===== src/can_mbox_cfg.svh =====
// Register offsets, field positions and reset values of the mailbox and queue status logic.
`ifndef CAN_MBOX_CFG_SVH
`define CAN_MBOX_CFG_SVH

`define TX_STATUS_OFS 8'h08
`define RXQ0_STATUS_OFS 8'h0C
`define RXQ1_STATUS_OFS 8'h10

`define TX_DONE_BIT 0
`define TX_OK_BIT 1
`define TX_ARB_BIT 2
`define TX_ERR_BIT 3
`define TX_CANCEL_BIT 7
`define TX_STRIDE 8
`define TX_EMPTY_BIT 26

`define RXQ_COUNT_LSB 0
`define RXQ_FULL_BIT 3
`define RXQ_OVR_BIT 4
`define RXQ_REL_BIT 5

`define EMPTY_RESET 3'h7
`define RXQ_DEPTH_DEFAULT 2'h3
`define WORD_ZERO 32'h0000_0000

`endif


===== src/can_mbox_pkg.sv =====
// Types shared by the mailbox and receive queue status logic.
package can_mbox_pkg;

    typedef logic [1:0] rxq_count_t;

    typedef enum logic [1:0] {
        SEL_NONE,
        SEL_TX,
        SEL_RXQ0,
        SEL_RXQ1
    } reg_sel_t;

endpackage


===== src/can_mailbox_fifo_status.sv =====
// Transmit mailbox status and receive queue status registers of the CAN controller.
//
// Overview of operation
// - Arbitration loss sets flag; write-one or start clears.
// - Success flag follows outcome; write-one clears it.
// - Done flag sets on finish; new request clears.
// - Clearing done also clears success, arbitration, error.
// - Error flag shows a transmission error occurred.
// - Cancel write-one aborts pending transmission only.
// - Mailbox one arbitration flag shows arbitration loss.
// - Mailbox one done flag, write-one clears.
// - Status bits six to four reserved, zero.
// - Queue zero release drops oldest, self clears.
// - Queue zero release ignored while queue empty.
// - Queue zero overrun on arrival while full.
// - Queue zero full flag at three messages.
// - Queue zero count increments on accepted message.
// - Queue zero count decrements on each release.
// - Queue one release drops oldest, self clears.
// - Queue one overrun on arrival while full.
// - Queue one full flag at three messages.
// - Queue one count tracks accepts and releases.
// - Empty flags show idle mailboxes, set after reset.
`timescale 1ns/1ps
`include "can_mbox_cfg.svh"

module can_mailbox_fifo_status
    import can_mbox_pkg::*;
#(
    parameter int ADDR_W = 8,
    parameter rxq_count_t RXQ_DEPTH = `RXQ_DEPTH_DEFAULT
)
(
    input wire logic i_core_clk,
    input wire logic i_rst_n,
    input wire logic [ADDR_W-1:0] i_addr,
    input wire logic [31:0] i_wdata,
    input wire logic i_wr,
    input wire logic i_rd,
    output logic [31:0] o_rdata,
    input wire logic [2:0] i_tx_request,
    input wire logic [2:0] i_tx_start,
    input wire logic [2:0] i_tx_success,
    input wire logic [2:0] i_tx_arb_lost,
    input wire logic [2:0] i_tx_error,
    input wire logic [2:0] i_tx_abort_done,
    output logic [2:0] o_mbox_empty,
    output logic [1:0] o_mbox_cancel,
    input wire logic [1:0] i_rxq_accept,
    output logic [1:0] o_rxq_release,
    output logic [1:0] o_rxq0_count,
    output logic [1:0] o_rxq1_count
);

    logic [2:0] mbox_empty;
    logic [1:0] mbox0_tx_done;
    logic [1:0] mbox_tx_ok;
    logic [1:0] mbox_arb_lost;
    logic [1:0] mbox_tx_err;
    logic [1:0] mbox_cancel;
    rxq_count_t rxq_count [2];
    rxq_count_t next_rxq_count [2];
    logic [1:0] rxq_full;
    logic [1:0] rxq_overrun;
    logic [1:0] rxq_release;
    logic [31:0] rdata;
    reg_sel_t wr_sel;
    reg_sel_t rd_sel;
    logic [31:0] tx_w1;
    logic [31:0] rxq_w1 [2];
    logic [31:0] tx_word;
    logic [31:0] rxq_word [2];

    function automatic reg_sel_t decode(input logic [ADDR_W-1:0] addr);
        if (addr == ADDR_W'(`TX_STATUS_OFS))
        begin
            return SEL_TX;
        end
        else if (addr == ADDR_W'(`RXQ0_STATUS_OFS))
        begin
            return SEL_RXQ0;
        end
        else if (addr == ADDR_W'(`RXQ1_STATUS_OFS))
        begin
            return SEL_RXQ1;
        end
        else
        begin
            return SEL_NONE;
        end
    endfunction

    // Count step shared by both queues; a message that arrives while the queue
    // is full is dropped, so the count never passes the depth.
    function automatic rxq_count_t count_step(input rxq_count_t cnt,
                                              input logic accept,
                                              input logic release_now);
        logic inc;
        inc = accept && (cnt != RXQ_DEPTH);
        if (inc && !release_now)
        begin
            return rxq_count_t'(cnt + 2'h1);
        end
        else if (!inc && release_now)
        begin
            return rxq_count_t'(cnt - 2'h1);
        end
        else
        begin
            return cnt;
        end
    endfunction

    // A hardware set wins over a clear in the same cycle, so an event that races a
    // software write is never lost.
    function automatic logic sticky(input logic cur, input logic hit, input logic clr);
        return hit || (cur && !clr);
    endfunction

    always_comb
    begin
        wr_sel = i_wr ? decode(i_addr) : SEL_NONE;
        rd_sel = i_rd ? decode(i_addr) : SEL_NONE;
    end

    // Only ones in the write data act; zeros leave every bit alone.
    always_comb
    begin
        tx_w1 = (wr_sel == SEL_TX) ? i_wdata : `WORD_ZERO;
        rxq_w1[0] = (wr_sel == SEL_RXQ0) ? i_wdata : `WORD_ZERO;
        rxq_w1[1] = (wr_sel == SEL_RXQ1) ? i_wdata : `WORD_ZERO;
    end

    always_comb
    begin
        for (int q = 0; q < 2; q++)
        begin
            next_rxq_count[q] = count_step(rxq_count[q], i_rxq_accept[q], rxq_release[q]);
        end
    end

    always_ff @(posedge i_core_clk)
    begin
        if (!i_rst_n)
        begin
            mbox_empty <= `EMPTY_RESET;
        end
        else
        begin
            for (int m = 0; m < 3; m++)
            begin
                if (i_tx_request[m])
                begin
                    mbox_empty[m] <= 1'b0;
                end
                else if (i_tx_success[m] || i_tx_abort_done[m])
                begin
                    mbox_empty[m] <= 1'b1;
                end
            end
        end
    end

    always_ff @(posedge i_core_clk)
    begin
        if (!i_rst_n)
        begin
            mbox0_tx_done <= 2'h0;
        end
        else
        begin
            for (int m = 0; m < 2; m++)
            begin
                mbox0_tx_done[m] <= sticky(mbox0_tx_done[m],
                                           i_tx_success[m] || i_tx_abort_done[m],
                                           tx_w1[m*`TX_STRIDE+`TX_DONE_BIT] || i_tx_request[m]);
            end
        end
    end

    always_ff @(posedge i_core_clk)
    begin
        if (!i_rst_n)
        begin
            mbox_tx_ok <= 2'h0;
        end
        else
        begin
            for (int m = 0; m < 2; m++)
            begin
                mbox_tx_ok[m] <= sticky(mbox_tx_ok[m], i_tx_success[m],
                                        i_tx_arb_lost[m] || i_tx_error[m] || i_tx_abort_done[m] ||
                                        tx_w1[m*`TX_STRIDE+`TX_OK_BIT] ||
                                        tx_w1[m*`TX_STRIDE+`TX_DONE_BIT]);
            end
        end
    end

    always_ff @(posedge i_core_clk)
    begin
        if (!i_rst_n)
        begin
            mbox_arb_lost <= 2'h0;
        end
        else
        begin
            for (int m = 0; m < 2; m++)
            begin
                mbox_arb_lost[m] <= sticky(mbox_arb_lost[m], i_tx_arb_lost[m],
                                           tx_w1[m*`TX_STRIDE+`TX_ARB_BIT] || i_tx_start[m] ||
                                           tx_w1[m*`TX_STRIDE+`TX_DONE_BIT]);
            end
        end
    end

    always_ff @(posedge i_core_clk)
    begin
        if (!i_rst_n)
        begin
            mbox_tx_err <= 2'h0;
        end
        else
        begin
            for (int m = 0; m < 2; m++)
            begin
                mbox_tx_err[m] <= sticky(mbox_tx_err[m], i_tx_error[m],
                                         tx_w1[m*`TX_STRIDE+`TX_ERR_BIT] || i_tx_start[m] ||
                                         tx_w1[m*`TX_STRIDE+`TX_DONE_BIT]);
            end
        end
    end

    // The cancel request drops as soon as the mailbox is freed, because a
    // request left standing would abort the next message put into it.
    always_ff @(posedge i_core_clk)
    begin
        if (!i_rst_n)
        begin
            mbox_cancel <= 2'h0;
        end
        else
        begin
            for (int m = 0; m < 2; m++)
            begin
                if (i_tx_success[m] || i_tx_abort_done[m] || mbox_empty[m])
                begin
                    mbox_cancel[m] <= 1'b0;
                end
                else if (tx_w1[m*`TX_STRIDE+`TX_CANCEL_BIT])
                begin
                    mbox_cancel[m] <= 1'b1;
                end
            end
        end
    end

    // A release lasts one cycle: the count drops on the edge that clears it.
    always_ff @(posedge i_core_clk)
    begin
        if (!i_rst_n)
        begin
            rxq_release <= 2'h0;
        end
        else
        begin
            for (int q = 0; q < 2; q++)
            begin
                if (rxq_release[q])
                begin
                    rxq_release[q] <= 1'b0;
                end
                else if (rxq_w1[q][`RXQ_REL_BIT] && (rxq_count[q] != 2'h0))
                begin
                    rxq_release[q] <= 1'b1;
                end
            end
        end
    end

    always_ff @(posedge i_core_clk)
    begin
        if (!i_rst_n)
        begin
            rxq_count[0] <= 2'h0;
            rxq_count[1] <= 2'h0;
        end
        else
        begin
            rxq_count[0] <= next_rxq_count[0];
            rxq_count[1] <= next_rxq_count[1];
        end
    end

    always_ff @(posedge i_core_clk)
    begin
        if (!i_rst_n)
        begin
            rxq_full <= 2'h0;
        end
        else
        begin
            for (int q = 0; q < 2; q++)
            begin
                rxq_full[q] <= sticky(rxq_full[q], next_rxq_count[q] == RXQ_DEPTH,
                                      rxq_w1[q][`RXQ_FULL_BIT]);
            end
        end
    end

    // A release in the same cycle as a full-queue arrival does not make room
    // in time, so that message is still counted as lost.
    always_ff @(posedge i_core_clk)
    begin
        if (!i_rst_n)
        begin
            rxq_overrun <= 2'h0;
        end
        else
        begin
            for (int q = 0; q < 2; q++)
            begin
                rxq_overrun[q] <= sticky(rxq_overrun[q],
                                         i_rxq_accept[q] && (rxq_count[q] == RXQ_DEPTH),
                                         rxq_w1[q][`RXQ_OVR_BIT]);
            end
        end
    end

    always_comb
    begin
        tx_word = `WORD_ZERO;
        for (int m = 0; m < 2; m++)
        begin
            tx_word[m*`TX_STRIDE+`TX_DONE_BIT] = mbox0_tx_done[m];
            tx_word[m*`TX_STRIDE+`TX_OK_BIT] = mbox_tx_ok[m];
            tx_word[m*`TX_STRIDE+`TX_ARB_BIT] = mbox_arb_lost[m];
            tx_word[m*`TX_STRIDE+`TX_ERR_BIT] = mbox_tx_err[m];
            tx_word[m*`TX_STRIDE+`TX_CANCEL_BIT] = mbox_cancel[m];
        end
        for (int m = 0; m < 3; m++)
        begin
            tx_word[`TX_EMPTY_BIT+m] = mbox_empty[m];
        end
        for (int q = 0; q < 2; q++)
        begin
            rxq_word[q] = `WORD_ZERO;
            rxq_word[q][`RXQ_COUNT_LSB+:2] = rxq_count[q];
            rxq_word[q][`RXQ_FULL_BIT] = rxq_full[q];
            rxq_word[q][`RXQ_OVR_BIT] = rxq_overrun[q];
            rxq_word[q][`RXQ_REL_BIT] = rxq_release[q];
        end
    end

    // Read data stands for the single cycle after the strobe and is zero
    // otherwise, including for unmapped addresses.
    always_ff @(posedge i_core_clk)
    begin
        if (!i_rst_n)
        begin
            rdata <= `WORD_ZERO;
        end
        else if (rd_sel == SEL_TX)
        begin
            rdata <= tx_word;
        end
        else if (rd_sel == SEL_RXQ0)
        begin
            rdata <= rxq_word[0];
        end
        else if (rd_sel == SEL_RXQ1)
        begin
            rdata <= rxq_word[1];
        end
        else
        begin
            rdata <= `WORD_ZERO;
        end
    end

    always_comb
    begin
        o_rdata = rdata;
        o_mbox_empty = mbox_empty;
        o_mbox_cancel = mbox_cancel;
        o_rxq_release = rxq_release;
        o_rxq0_count = rxq_count[0];
        o_rxq1_count = rxq_count[1];
    end

endmodule


===== config.mk =====
export PLATFORM = sky130hd
export DESIGN_NAME = can_mailbox_fifo_status
export DESIGN_NICKNAME = d
export VERILOG_FILES = /design/src/can_mbox_pkg.sv /design/src/can_mailbox_fifo_status.sv
export VERILOG_INCLUDE_DIRS = /design/src
export SDC_FILE = /design/constraint.sdc
export NUM_CORES = 1
export LEC_CHECK = 0
export BUFFER_PORTS_ARGS = -buffer_cell sky130_fd_sc_hd__clkbuf_2
export CAP_MARGIN = 15
export CORE_ASPECT_RATIO = 0.75
export CORE_MARGIN = 1
export CORE_UTILIZATION = 45
export DETAILED_ROUTE_END_ITERATION = 6
export PLACE_DENSITY = 0.92
export SLEW_MARGIN = 0
export SYNTH_ARGS = -nofsm -noshare
export SYNTH_HDL_FRONTEND = slang
export SYNTH_SLANG_ARGS = --single-unit

===== constraint.sdc =====
create_clock -name i_core_clk -period 4.6 [get_ports i_core_clk]
set_clock_uncertainty 0.15 [all_clocks]
set_input_delay 0.46 -clock i_core_clk [delete_from_list [all_inputs] [get_ports i_core_clk]]
set_output_delay 0.46 -clock i_core_clk [all_outputs]
set_load 0.05 [all_outputs]

Word-level counts from Yosys, hierarchy flattened
Memories as Yosys holds them, arrays and structs flattened.
Index checks and enable logic that the tools add are counted.
{ "word_totals": {"regBits": 51, "latchBits": 0, "mem_bits_rw": 4, "mem_bits_ro": 0, "inputBits": 64, "out_inout_bits": 43, "elab_cells": 150, "n_memories": 1} }
{ "classes": {"add_sub_neg": 4, "n_mul": 0, "n_div": 0, "order_cmp": 0, "eq_ne": 15, "shift": 0, "muxes": 27, "bitwise": 3, "reduce_logical": 84} }
{ "memory_table": {"columns": ["memory", "depth", "width", "read_ports", "rd_clocked_by_memory_dff", "wr", "line_no", "text"], "rows": [
  ["rxq_count", 2, 2, 2, 0, 2, "can_mailbox_fifo_status.sv:61", "rxq_count_t rxq_count [2];"]
]} }
{ "op_table": {"columns": ["operator", "n"], "rows": [
  ["$logic_or A1 B1 Y1", 35],
  ["$mux W29", 1],
  ["$mux W6", 4],
  ["$logic_and A1 B1 Y1", 22],
  ["$mux W2", 11],
  ["$eq A2 B2 Y1 const B", 8],
  ["$eq A8 B4 Y1 const B", 2],
  ["$logic_not A1 Y1", 16],
  ["$mux W16", 1],
  ["$mux W1", 10],
  ["$reduce_bool A2 Y1", 5],
  ["$reduce_or A2 Y1", 5],
  ["$eq A8 B5 Y1 const B", 1],
  ["$add A2 B1 Y2 const B", 2],
  ["$eq A2 B1 Y1 const B", 2],
  ["$ne A2 B2 Y1 const B", 2],
  ["$sub A2 B1 Y2 const B", 2],
  ["$reduce_or A3 Y1", 1],
  ["$or A1 B1 Y1", 2],
  ["$not A1 Y1", 1]
]} }

Logic depth before layout (Yosys ltp)
Gate-level depths: netlist (run 1).
{ "depth": {"word_depth": 12, "depth_mapped": 6, "depth_no_buf": 6} }

Least setup slack after synthesis (run 1)
OpenSTA, ideal clock, no wires.
{ "synth_path": {"path_kind": "reg2reg", "start": "mem rxq_count[0][0] in the netlist's numbering", "end": "reg rxq_full[0]", "setup_time_ns": 0.061, "arrival_time_ns": 1.938, "required_time_ns": 4.389, "slack_ns": 2.451, "stages_incl_launch_ff": 6, "synth_period_minus_slack_ns": 2.149, "cell_sequence": "dfxtp_1 inv_1 ha_1 or3b_2 a211oi_1 a311o_1"} }
{ "synth_lines": {"columns": ["item", "line_no", "text"], "rows": [
  ["from (decl)", "can_mailbox_fifo_status.sv:61", null],
  ["to (signal, indexed assignment)", "can_mailbox_fifo_status.sv:304", "rxq_full[q] <= sticky(rxq_full[q], next_rxq_count[q] == RXQ_DEPTH,"],
  ["to (decl)", "can_mailbox_fifo_status.sv:63", "logic [1:0] rxq_full;"]
]} }

Final worst setup path (run 1)
{ "layout_path": {"start": "in i_addr[4]", "end": "reg mbox_arb_lost[0]"} }
{ "layout_between": {"elab_chain_cells": 12, "word_cells_on_any_way": 14, "classes_between": "eq/ne (4); mux (5); reduce/logical (5)"} }
{ "layout_lines": {"columns": ["item", "line_no", "text"], "rows": [
  ["from (decl)", "can_mailbox_fifo_status.sv:36", "input wire logic [ADDR_W-1:0] i_addr,"],
  ["$eq A8 B5 Y1", "can_mailbox_fifo_status.sv:83", "else if (addr == ADDR_W'(`RXQ1_STATUS_OFS))"],
  ["$mux W2", "can_mailbox_fifo_status.sv:83", null],
  ["$mux W2", "can_mailbox_fifo_status.sv:79", "else if (addr == ADDR_W'(`RXQ0_STATUS_OFS))"],
  ["$mux W2 *", "can_mailbox_fifo_status.sv:75", "if (addr == ADDR_W'(`TX_STATUS_OFS))"],
  ["$mux W2 *", "can_mailbox_fifo_status.sv:122", "wr_sel = i_wr ? decode(i_addr) : SEL_NONE;"],
  ["$eq A2 B1 Y1 *", "can_mailbox_fifo_status.sv:129", "tx_w1 = (wr_sel == SEL_TX) ? i_wdata : `WORD_ZERO;"],
  ["$mux W16 (no source line) *", null, null],
  ["$logic_or A1 B1 Y1", "can_mailbox_fifo_status.sv:210", "tx_w1[m*`TX_STRIDE+`TX_ARB_BIT] || i_tx_start[m] ||"],
  ["$logic_or A1 B1 Y1 *", "can_mailbox_fifo_status.sv:210", null],
  ["$logic_not A1 Y1 *", "can_mailbox_fifo_status.sv:117", "return hit || (cur && !clr);"],
  ["$logic_and A1 B1 Y1 *", "can_mailbox_fifo_status.sv:117", null],
  ["$logic_or A1 B1 Y1 *", "can_mailbox_fifo_status.sv:117", null],
  ["to (signal, indexed assignment)", "can_mailbox_fifo_status.sv:209", "mbox_arb_lost[m] <= sticky(mbox_arb_lost[m], i_tx_arb_lost[m],"],
  ["to (decl)", "can_mailbox_fifo_status.sv:58", "logic [1:0] mbox_arb_lost;"]
]} }
Mark *: on every way between the ends. The rest lies on a longest branch, timed or not.
A chain may end at the register's enable or synchronous reset.

==> results.yml, run 1 <==
run_status:
  status: "finished, final reports clean"
sta:
  grt_setup_unrepaired: "no"
  tns_ns: 0
  finalCriticalPeriod_ns: 2.05
  hold_viol_final: 0
  fmax_mhz: 489
  worst_pin_slew_ns: 0.691
  fin_crit_sh_pct: 44.5
  setup_viol_count_final: 0
  max_slew_margin_pct: 53.3
  drv_slew: 0
setup_path:
  max_stage_delay_ns: 0.70
  path_delay_family: "simple AND/OR/NAND/NOR gates"
  cp_cell_sequence: "clkbuf_2 > or4b_1 > nor3_4 > o21ai_0 > a32o_1"
  worstSetupPathType: "primary input to flip-flop"
  crit_path_end_kind: "flip-flop"
  slowest_stage: "or4b_1"
  cp_data_required_time_ns: 4.65
  path_max_fanout: 10
  startpoint_type: "primary input"
  cp_num_buf_inv: 1
  cp.arrival_ns: 2.09
final_layout:
  n_antenna_cell: 0
  design_area_sq_um: 2110
  final_util_pct: 61.7
  drive_above_1_share_pct: 31.6
  nets: 314
  area_delta_synth_final_pct: 26.0
global_route:
  grt_pass1_vias: 1203
  grt_first_pass_wirelength_um: 5420
  antenna_found_initial: 0
  grt_usage_pct: 19.1
  grt_overflow: 0
  grt_max_degree: 25
cts:
  cts_tree: "built"
  clockBufferDepth: 2
  cts_buffers: 5
  cts_resized: 0
  cts_root_buf: "clkbuf_8"
  postCtsSetupBuffers: 0
  hold_buffers: 0
  cts.sinks: 38
  clk_pin_slew_ns: 0.08
  htreeDepth: 2
  clk_latency_ns: 0.30
route:
  first_pass_iters: 4
  drc: 0
  drt-total-wl_um: 3740
  avgViaCountPerCell: 5.01
  wl_per_cell_um: 12.6
  vias: 1488
  drt_iter0_markers: 62
  ant_nets: 0
synthesis:
  ys_seq_area_share_pct: 45.4
  synth-seq-cells: 38
  ys_types: 37
  avgSynthCellArea_sq_um: 9.37
  ys_warn_count: 0
  syn_inst: 179
  syn_area_sq_um: 1680
place:
  place_area_sq_um: 1980
  gp_congestion: 0.820
  dp_hpwl_um: 2830
  io_buffer_count: 66
power_and_ir_drop:
  p_leak_nw: 0.949
  power_density_nw_per_um2: 386
  ir_drop_mv: 0.229
floorplan:
  rows: 18
  core_sq_um: 3420
  dieArea_sq_um: 3980
  die_y_um: 54.9
  initial_core_util_pct: 49.0
  dieWidth_um: 72.5
  boundaryPins: 107
job:
  maxCapViolCount: 0
min_path:
  worstHoldPathType: "primary input to flip-flop"
-- cell usage after synthesis --
master / number / area [sq um]
o21a_1: 1 / 7.51
a32oi_1: 2 / 17.5
nor2b_1: 3 / 18.8
nand3_1: 2 / 10.0
nor2_1: 7 / 26.3
nor3b_1: 1 / 7.51
a311o_1: 1 / 10.0
mux2i_1: 2 / 20.0
nor3_4: 1 / 16.3
a21oi_1: 10 / 50.1
dfxtp_1: 38 / 761
buf_6: 1 / 11.3
and2_1: 13 / 81.3
clkbuf_1: 3 / 11.3
nor3_2: 1 / 10.0
a311oi_1: 1 / 8.76
a31oi_1: 2 / 12.5
nor4b_1: 4 / 35.0
conb_1: 1 / 3.75
or4b_1: 2 / 20.0
inv_1: 6 / 22.5
xnor2_1: 1 / 8.76
nor4_1: 1 / 6.26
nand3b_1: 1 / 7.51
nand2b_1: 5 / 31.3
a32o_1: 6 / 60.1
a22o_1: 1 / 8.76
nor3_1: 11 / 55.1
a31o_2: 1 / 8.76
nand2_1: 11 / 41.3
ha_1: 4 / 50.1
a211oi_1: 4 / 30.0
buf_1: 1 / 3.75
o21ai_0: 10 / 50.1
or3b_2: 1 / 8.76
buf_4: 17 / 128
xor2_1: 2 / 17.5
-- final cells by class --
cell class | instances | area (sq um)
fillers | 333 | 1310
multi-input cells | 129 | 800
flip-flops and latches | 38 | 761
repair buffers | 66 | 330
clock buffers | 5 | 68.8
clock inverters | 3 | 68.8
well taps | 50 | 62.6
inverters | 6 | 22.5
-- cells by family after synthesis --
group	count (synthesis)	share of synthesized area [%]
adder cells (fa/ha/maj)	4	2.99
multiplexers	2	1.19
AND/OR/NAND/NOR	64	22.4
flip-flops	38	45.4
buffers and inverters	28	10.5
XOR/XNOR	3	1.57
AO/OA/AOI/OAI	39	15.7
other	1	0.224
-- power breakdown --
part | switching [mW] | internal [mW]
Clock | 0.126 | 0.217
Combinational | 0.0833 | 0.0357
Sequential | 0.0105 | 0.342
-- per-layer routing --
metal  track usage, %  share of wire, %
met1             23.9                46
met2             29.4                44
met3             6.45               8.7
met4             10.5               1.9
met5                0                 0
-- cell usage in the layout, fill, tap and decap left out, drive strengths merged --
| master | synthesis | layout |
|---|---|---|
| dfxtp | 38 | 38 |
| inv | 6 | 6 |
| and2 | 13 | 13 |
| xnor2 | 1 | 1 |
| a311o | 1 | 1 |
| a31oi | 2 | 2 |
| nor2b | 3 | 3 |
| a32o | 6 | 6 |
| or3b | 1 | 1 |
| xor2 | 2 | 2 |
| nand3b | 1 | 1 |
| nand3 | 2 | 2 |
| o21ai | 10 | 10 |
| a311oi | 1 | 1 |
| nor2 | 7 | 7 |
| conb | 1 | 17 |
| or4b | 2 | 2 |
| nand2b | 5 | 5 |
| clkbuf | 3 | 71 |
| nand2 | 11 | 11 |
| a22o | 1 | 1 |
| nor4b | 4 | 4 |
| clkinv | 0 | 1 |
| ha | 4 | 4 |
| a31o | 1 | 1 |
| a211oi | 4 | 4 |
| mux2i | 2 | 2 |
| nor3 | 13 | 13 |
| o21a | 1 | 1 |
| a32oi | 2 | 2 |
| a21oi | 10 | 10 |
| bufinv | 0 | 2 |
| nor4 | 1 | 1 |
| nor3b | 1 | 1 |
-- metrics by stage --
stage	hold slack (ns)	power (mW)	instances	setup WS, ns
global placement	0.288	0.475	289	2.26
finish	0.201	0.815	297	2.55
floorplan	0.280	0.454	195	2.45
global route	0.197	0.840	297	2.47
CTS	0.194	0.818	297	2.58
detailed placement	0.297	0.478	289	2.26
-- state kept, by name (all words and copies together), names as in the netlist --
register	flops
mbox_arb_lost	2
rxq_full	2
o_mbox_cancel	2
mbox_tx_err	2
rxq_count	4
rxq_overrun	2
mbox0_tx_done	2
o_mbox_empty	3
o_rxq_release	2
o_rdata	15
mbox_tx_ok	2
-- path summary, 6_finish.rpt --
kind	startpoint	to	slack, ns	depth (start not counted)
min reg2reg	mbox_tx_ok[1]	o_rdata[9]	0.31	1
max reg2reg	rxq_count[0][0]	rxq_full[0]	2.63	5
max	i_addr[4]	mbox_arb_lost[0]	2.55	5
min	i_tx_request[1]	o_mbox_empty[1]	0.20	2
Power figures use the tool's default switching activity.
==> run 2: changes to the inputs <==
--- a/config.mk
+++ b/config.mk
@@ -6,13 +6,14 @@
 export SDC_FILE = /design/constraint.sdc
 export NUM_CORES = 1
 export LEC_CHECK = 0
+export ABC_AREA = 1
 export BUFFER_PORTS_ARGS = -buffer_cell sky130_fd_sc_hd__clkbuf_2
 export CAP_MARGIN = 15
 export CORE_ASPECT_RATIO = 0.75
 export CORE_MARGIN = 1
-export CORE_UTILIZATION = 45
+export CORE_UTILIZATION = 43
 export DETAILED_ROUTE_END_ITERATION = 6
-export PLACE_DENSITY = 0.92
+export PLACE_DENSITY = 0.88
 export SLEW_MARGIN = 0
 export SYNTH_ARGS = -nofsm -noshare
 export SYNTH_HDL_FRONTEND = slang
==> constraint.sdc (replaced) <==
create_clock -name i_core_clk -period 2.1 [get_ports i_core_clk]
set_clock_uncertainty 0.15 [all_clocks]
set_input_delay 0.21 -clock i_core_clk [delete_from_list [all_inputs] [get_ports i_core_clk]]
set_output_delay 0.21 -clock i_core_clk [all_outputs]
set_load 0.05 [all_outputs]
==> run 2 against run 1 <==
Effect of this change: sequential share of layout area decreased by 1.4 points; count of clock-buffer cells in the layout grew 2; largest cell class unchanged; largest power group unchanged; design area is 4.0% higher; wire length grew 6.9%; highest routed layer unchanged; via count grew 11%; utilization down 3.9 points; critical path depth up 1; first-iteration DRC count grew 35%.
==> results.yml, run 2 <==
place:
  dp.cells: 348
  io_buffer_count: 66
  place_area_sq_um: 2080
  dp_hpwl_um: 3050
  post-place-ws_ns: 0.512
  gp_congestion: 0.844
sta:
  hold_viol_final: 0
  grt_setup_unrepaired: "no"
  max_slew_margin_pct: 63.4
  worst_pin_slew_ns: 0.549
  tns_ns: 0
  fin_crit_sh_pct: 73.5
  holdWs_ns: 0.0123
  setup_slack_ns: 0.556
  setup_viol_count_final: 0
  finalCriticalPeriod_ns: 1.54
  drv_slew: 0
  fmax_mhz: 648
route:
  vias: 1659
  ant_nets: 0
  avgViaCountPerCell: 4.62
  drt-total-wl_um: 4000
  wl_per_cell_um: 11.1
  drc: 0
  drt_iter0_markers: 84
  first_pass_iters: 6
power_and_ir_drop:
  ir_drop_mv: 0.422
  p_leak_nw: 1.08
  power.total_mw: 1.54
  power_density_nw_per_um2: 702
synthesis:
  ys_seq_area_share_pct: 42.8
  ys_types: 28
  avgSynthCellArea_sq_um: 7.53
  yosys.area.top_type_share_pct: 42.8
  postSynth.asyncResetShare_pct: 0
  synthFlopType: "dfxtp_1"
  netlist_top_cells_area: "dfxtp_1 (43%), nand2_1 (8.4%), buf_4 (7.2%), inv_1 (6.8%), nor2_1 (5.9%)"
  synth_top_area_cell: "dfxtp_1"
  yosysMostFrequentCell: "nand2_1"
  synth_edf_count: 0
  synth-seq-cells: 38
  syn_inst: 236
  ys_warn_count: 0
  syn_area_sq_um: 1780
  synth_common_cells: "nand2_1 (40), dfxtp_1 (38), inv_1 (32)"
final_layout:
  multiInputGateArea_sq_um: 793
  design_area_sq_um: 2200
  drive_above_1_share_pct: 29.3
  mostFrequentLayoutCells: "clkbuf_2 (66), nand2_1 (40), dfxtp_1 (38)"
  nets: 374
  fill_cells: 350
  area_delta_synth_final_pct: 23.6
  final_util_pct: 57.8
  n_antenna_cell: 0
  mostFrequentLayoutCell: "clkbuf_2"
  largest_reg_flops: 15
  regArea_sq_um: 761
  fin_cells: 359
setup_path:
  worstSetupPathType: "flip-flop to flip-flop"
  cp.arrival_ns: 1.61
  worstReg2RegStart: "rxq_count[0][0]"
  startpoint_type: "flip-flop"
  crit_end: "rxq_count[0][1]"
  cp_data_required_time_ns: 2.17
  crit_path_end_kind: "flip-flop"
  r2r-end: "rxq_count[0][1]"
  ff2ff_setup_slack_ns: 0.56
  cp-startpoint: "rxq_count[0][0]"
  r2r_cells: 6
  path_max_fanout: 5
cts:
  cts.sinks: 38
  postCtsSetupBuffers: 0
  cts_buffers: 5
  hold_buffers: 3
  clk_pin_slew_ns: 0.07
  cts_tree: "built"
  clk_latency_ns: 0.28
  cts_resized: 0
  clockBufferDepth: 2
  cts_root_buf: "clkbuf_8"
  htreeDepth: 2
global_route:
  grt_max_degree: 17
  grt_overflow: 0
  grt_first_pass_wirelength_um: 6730
  grt_usage_pct: 19.6
  grt_pass1_vias: 1554
  antenna_found_initial: 0
floorplan:
  boundaryPins: 107
  initial_core_util_pct: 46.7
  rows: 19
  dieArea_sq_um: 4400
  core_sq_um: 3800
  die_y_um: 57.7
  dieWidth_um: 76.3
min_path:
  worstHoldPathType: "primary input to flip-flop"
run_status:
  status: "finished, final reports clean"
job:
  maxCapViolCount: 0
==> run 2: per-layer routing <==
layer / share of wire (%) / track usage [%]
met1: 44 / 23.9
met3: 7.9 / 5.98
met4: 0.65 / 7.14
met2: 47 / 33.2
met5: 0 / 0
==> run 2: worst min path at each step <==
stage                           from                to  slack [ns]  cells after the start
global placement     i_tx_request[2]   o_mbox_empty[2]        0.26                      2
detailed placement  mbox_arb_lost[1]       o_rdata[10]        0.27                      2
CTS                 i_tx_arb_lost[1]  mbox_arb_lost[1]      0.0004                      3
floorplan            i_tx_request[0]   o_mbox_empty[0]        0.17                      1
finish              i_tx_arb_lost[1]  mbox_arb_lost[1]        0.01                      3
global route              i_wdata[5]  o_rxq_release[1]        0.02                      3
==> run 2: worst max-delay path, stage by stage (launching register included) <==
cell and delay, ns:
dfxtp_1 0.40, inv_1 0.08, ha_1 0.28, mux2_2 0.32, o21ai_0 0.10, inv_1 0.06
nor2_1 0.08
==> run 2: power breakdown <==
part / internal, mW / total [mW] / switching (mW)
logic: 0.0716 / 0.262 / 0.190
registers: 0.747 / 0.764 / 0.0170
clock network: 0.265 / 0.517 / 0.252
total: 1.08 / 1.54 / 0.459
==> run 2: kinds of logic after synthesis <==
| kind of cell | count (synthesis) | synth area share (%) |
|---|---|---|
| AND/OR/NAND/NOR | 111 | 29.8 |
| buffers and inverters | 56 | 16.0 |
| multiplexers | 1 | 0.633 |
| adder cells (fa/ha/maj) | 4 | 2.82 |
| other | 1 | 0.211 |
| flip-flops | 38 | 42.8 |
| AO/OA/AOI/OAI | 25 | 7.74 |
==> run 2: final cells by class <==
type                            instances  share of cell area, %
Multi-Input combinational cell        158                   36.1
Inverter                               34                   5.81
Clock inverter                          1                  0.228
Sequential cell                        38                   34.6
Tap cell                               52                   2.96
Timing Repair Buffer                   69                   16.4
Clock buffer                            7                   3.93
==> run 3: changes to the inputs <==
--- a/config.mk
+++ b/config.mk
@@ -11,9 +11,9 @@
 export CAP_MARGIN = 15
 export CORE_ASPECT_RATIO = 0.75
 export CORE_MARGIN = 1
-export CORE_UTILIZATION = 43
+export CORE_UTILIZATION = 39
 export DETAILED_ROUTE_END_ITERATION = 6
-export PLACE_DENSITY = 0.88
+export PLACE_DENSITY = 0.84
 export SLEW_MARGIN = 0
 export SYNTH_ARGS = -nofsm -noshare
 export SYNTH_HDL_FRONTEND = slang
==> constraint.sdc (replaced) <==
create_clock -name i_core_clk -period 1.3 [get_ports i_core_clk]
set_clock_uncertainty 0.15 [all_clocks]
set_input_delay 0.13 -clock i_core_clk [delete_from_list [all_inputs] [get_ports i_core_clk]]
set_output_delay 0.13 -clock i_core_clk [all_outputs]
set_load 0.05 [all_outputs]
==> run 3 against run 2 <==
Effect of this change: sequential share of layout area is 6.3 points lower; final cell count up 11%; non-clock buffer count up 35; total power rose by 91%; critical path depth increased by 3; wire length rose by 27%; utilization grew 7.5 points; largest power group unchanged; design area grew 25%; setup slack lost 0.70 ns; the flow now finishes with violations (setup timing); maximum frequency is 6.8% higher; sequential power is 62% higher.
==> results.yml, run 3 (synthesis results as in run 2) <==
sta:
  finalCriticalPeriod_ns: 1.44
  grt_setup_unrepaired: "yes"
  fin_crit_sh_pct: 111
  fmax_mhz: 692
  setup_slack_ns: -0.145
  hold_viol_final: 0
  drv_slew: 0
  setup_viol_count_final: 5
cts:
  cts_tree: "built"
  clk_latency_ns: 0.29
  cts_buffers: 5
  cts_root_buf: "clkbuf_8"
  clk_pin_slew_ns: 0.07
  htreeDepth: 2
  clockBufferDepth: 2
  cts.sinks: 38
setup_path:
  crit_path_end_kind: "flip-flop"
  slowest_stage: "dfxtp_4"
  worstSetupPathType: "flip-flop to flip-flop"
  startpoint_type: "flip-flop"
  path_delay_family: "flip-flops"
  ff2ff_setup_slack_ns: -0.14
  worstReg2RegStart: "rxq_count[0][2]"
  cp_num_buf_inv: 3
  cp-startpoint: "rxq_count[0][2]"
  cp_cell_sequence: "ha_4 > inv_4 > a21oi_4 > inv_2 > nand2_2 > inv_2 > a21oi_2 > nand2_1 > nand2_1"
  r2r-end: "rxq_full[1]"
  cp_data_required_time_ns: 1.38
  max_stage_delay_ns: 0.39
  path_max_fanout: 4
  cp.arrival_ns: 1.53
  cp.depth: 9
  r2r_cells: 9
final_layout:
  nets: 409
  fill_cells: 341
  mostFrequentLayoutCell: "clkbuf_2"
  regArea_sq_um: 778
  fin_cells: 397
  multiInputGateArea_sq_um: 932
  mostFrequentLayoutCells: "clkbuf_2 (62), nand2_1 (35), dfxtp_1 (32)"
  drive_above_1_share_pct: 41.5
  n_antenna_cell: 0
  area_delta_synth_final_pct: 54.4
  largest_reg_flops: 15
power_and_ir_drop:
  power_density_nw_per_um2: 1070
  ir_drop_mv: 1.05
  p_leak_nw: 1.31
min_path:
  min_path_cells: 3
  min_to: "o_rdata[4]"
  min_from: "i_rd"
  worstHoldPathType: "primary input to flip-flop"
floorplan:
  die_y_um: 60.5
  boundaryPins: 107
  core_sq_um: 4200
  dieWidth_um: 80.0
  initial_core_util_pct: 42.3
  dieArea_sq_um: 4840
  rows: 20
place:
  io_buffer_count: 66
  dp.cells: 365
  dp_hpwl_um: 3250
  post-place-ws_ns: -0.0822
  gp_congestion: 0.832
global_route:
  grt_pass1_vias: 1623
  grt_usage_pct: 20.4
  grt_overflow: 0
  grt_max_degree: 17
  antenna_found_initial: 0
  grt_first_pass_wirelength_um: 7340
route:
  wl_per_cell_um: 12.8
  drt_iter0_markers: 134
  ant_nets: 0
  drc: 0
  drt-total-wl_um: 5090
  first_pass_iters: 4
  vias: 1874
  avgViaCountPerCell: 4.72
job:
  maxCapViolCount: 0
run_status:
  status: "finished, violations left"
  violations: "setup timing"
run 3: stage by stage:
step	area, sq um	power [mW]	setup TNS [ns]	hold WS [ns]	util (%)
final	2750	2.94	-0.548	0.0214	65.3
after global routing	2750	3.05	-0.907	0.0279	65.3
after CTS	2650	2.89	-0.280	0.00462	63.1
after detailed placement	2290	1.74	-0.562	0.189	54.4
after global placement	2290	1.73	-0.219	0.176	54.4
after floorplan	1930	1.63	-0.385	0.0861	-
run 3: power breakdown:
group          switching, mW  internal, mW  total (mW)  leakage, nW
clock network          0.432         0.664        1.10       0.0678
logic                  0.374         0.231       0.605        0.927
registers             0.0353          1.21        1.24        0.314
total                  0.841          2.10        2.94         1.31
run 3: how the worst max path moves through the flow:
stage                            to  slack (ns)
finish                  rxq_full[1]       -0.14
global route            rxq_full[1]       -0.23
CTS                 rxq_count[0][1]       -0.10
detailed placement  rxq_count[0][1]       -0.08
global placement    rxq_count[0][1]       -0.05
floorplan           rxq_count[0][1]       -0.14
run 3: cell type report:
type / instances / area share, %
sequential: 38 / 28.4
multi-input combinational: 158 / 34.0
tap: 55 / 2.51
clock buffer: 8 / 4.83
timing repair buffer: 104 / 25.3
inverter: 34 / 5.10
run 3: layer usage:
metal | vias up | routed length (um) | GRT usage [%]
li1 | 920 | - | -
met1 | 848 | 2150 | 24.7
met2 | 92 | 2420 | 34.9
met3 | 14 | 416 | 6.62
met4 | 0 | 106 | 6.63
met5 | - | 0 | 0
run 3: repair_timing:
item                       4_1_cts  5_1_grt
buffers inserted                 2        4
hold endpoints to repair        17        0
resized for setup               14       16
setup endpoints to repair        8        7
pin swaps                        3        7
hold buffers                    18        0
run 3: tightest hold or removal path: cells and delay by family:
kind                   cells  cell delay, ns
buffers and inverters      1            0.13
AND/OR/NAND/NOR            1            0.10
AO/OA/AOI/OAI              1            0.06
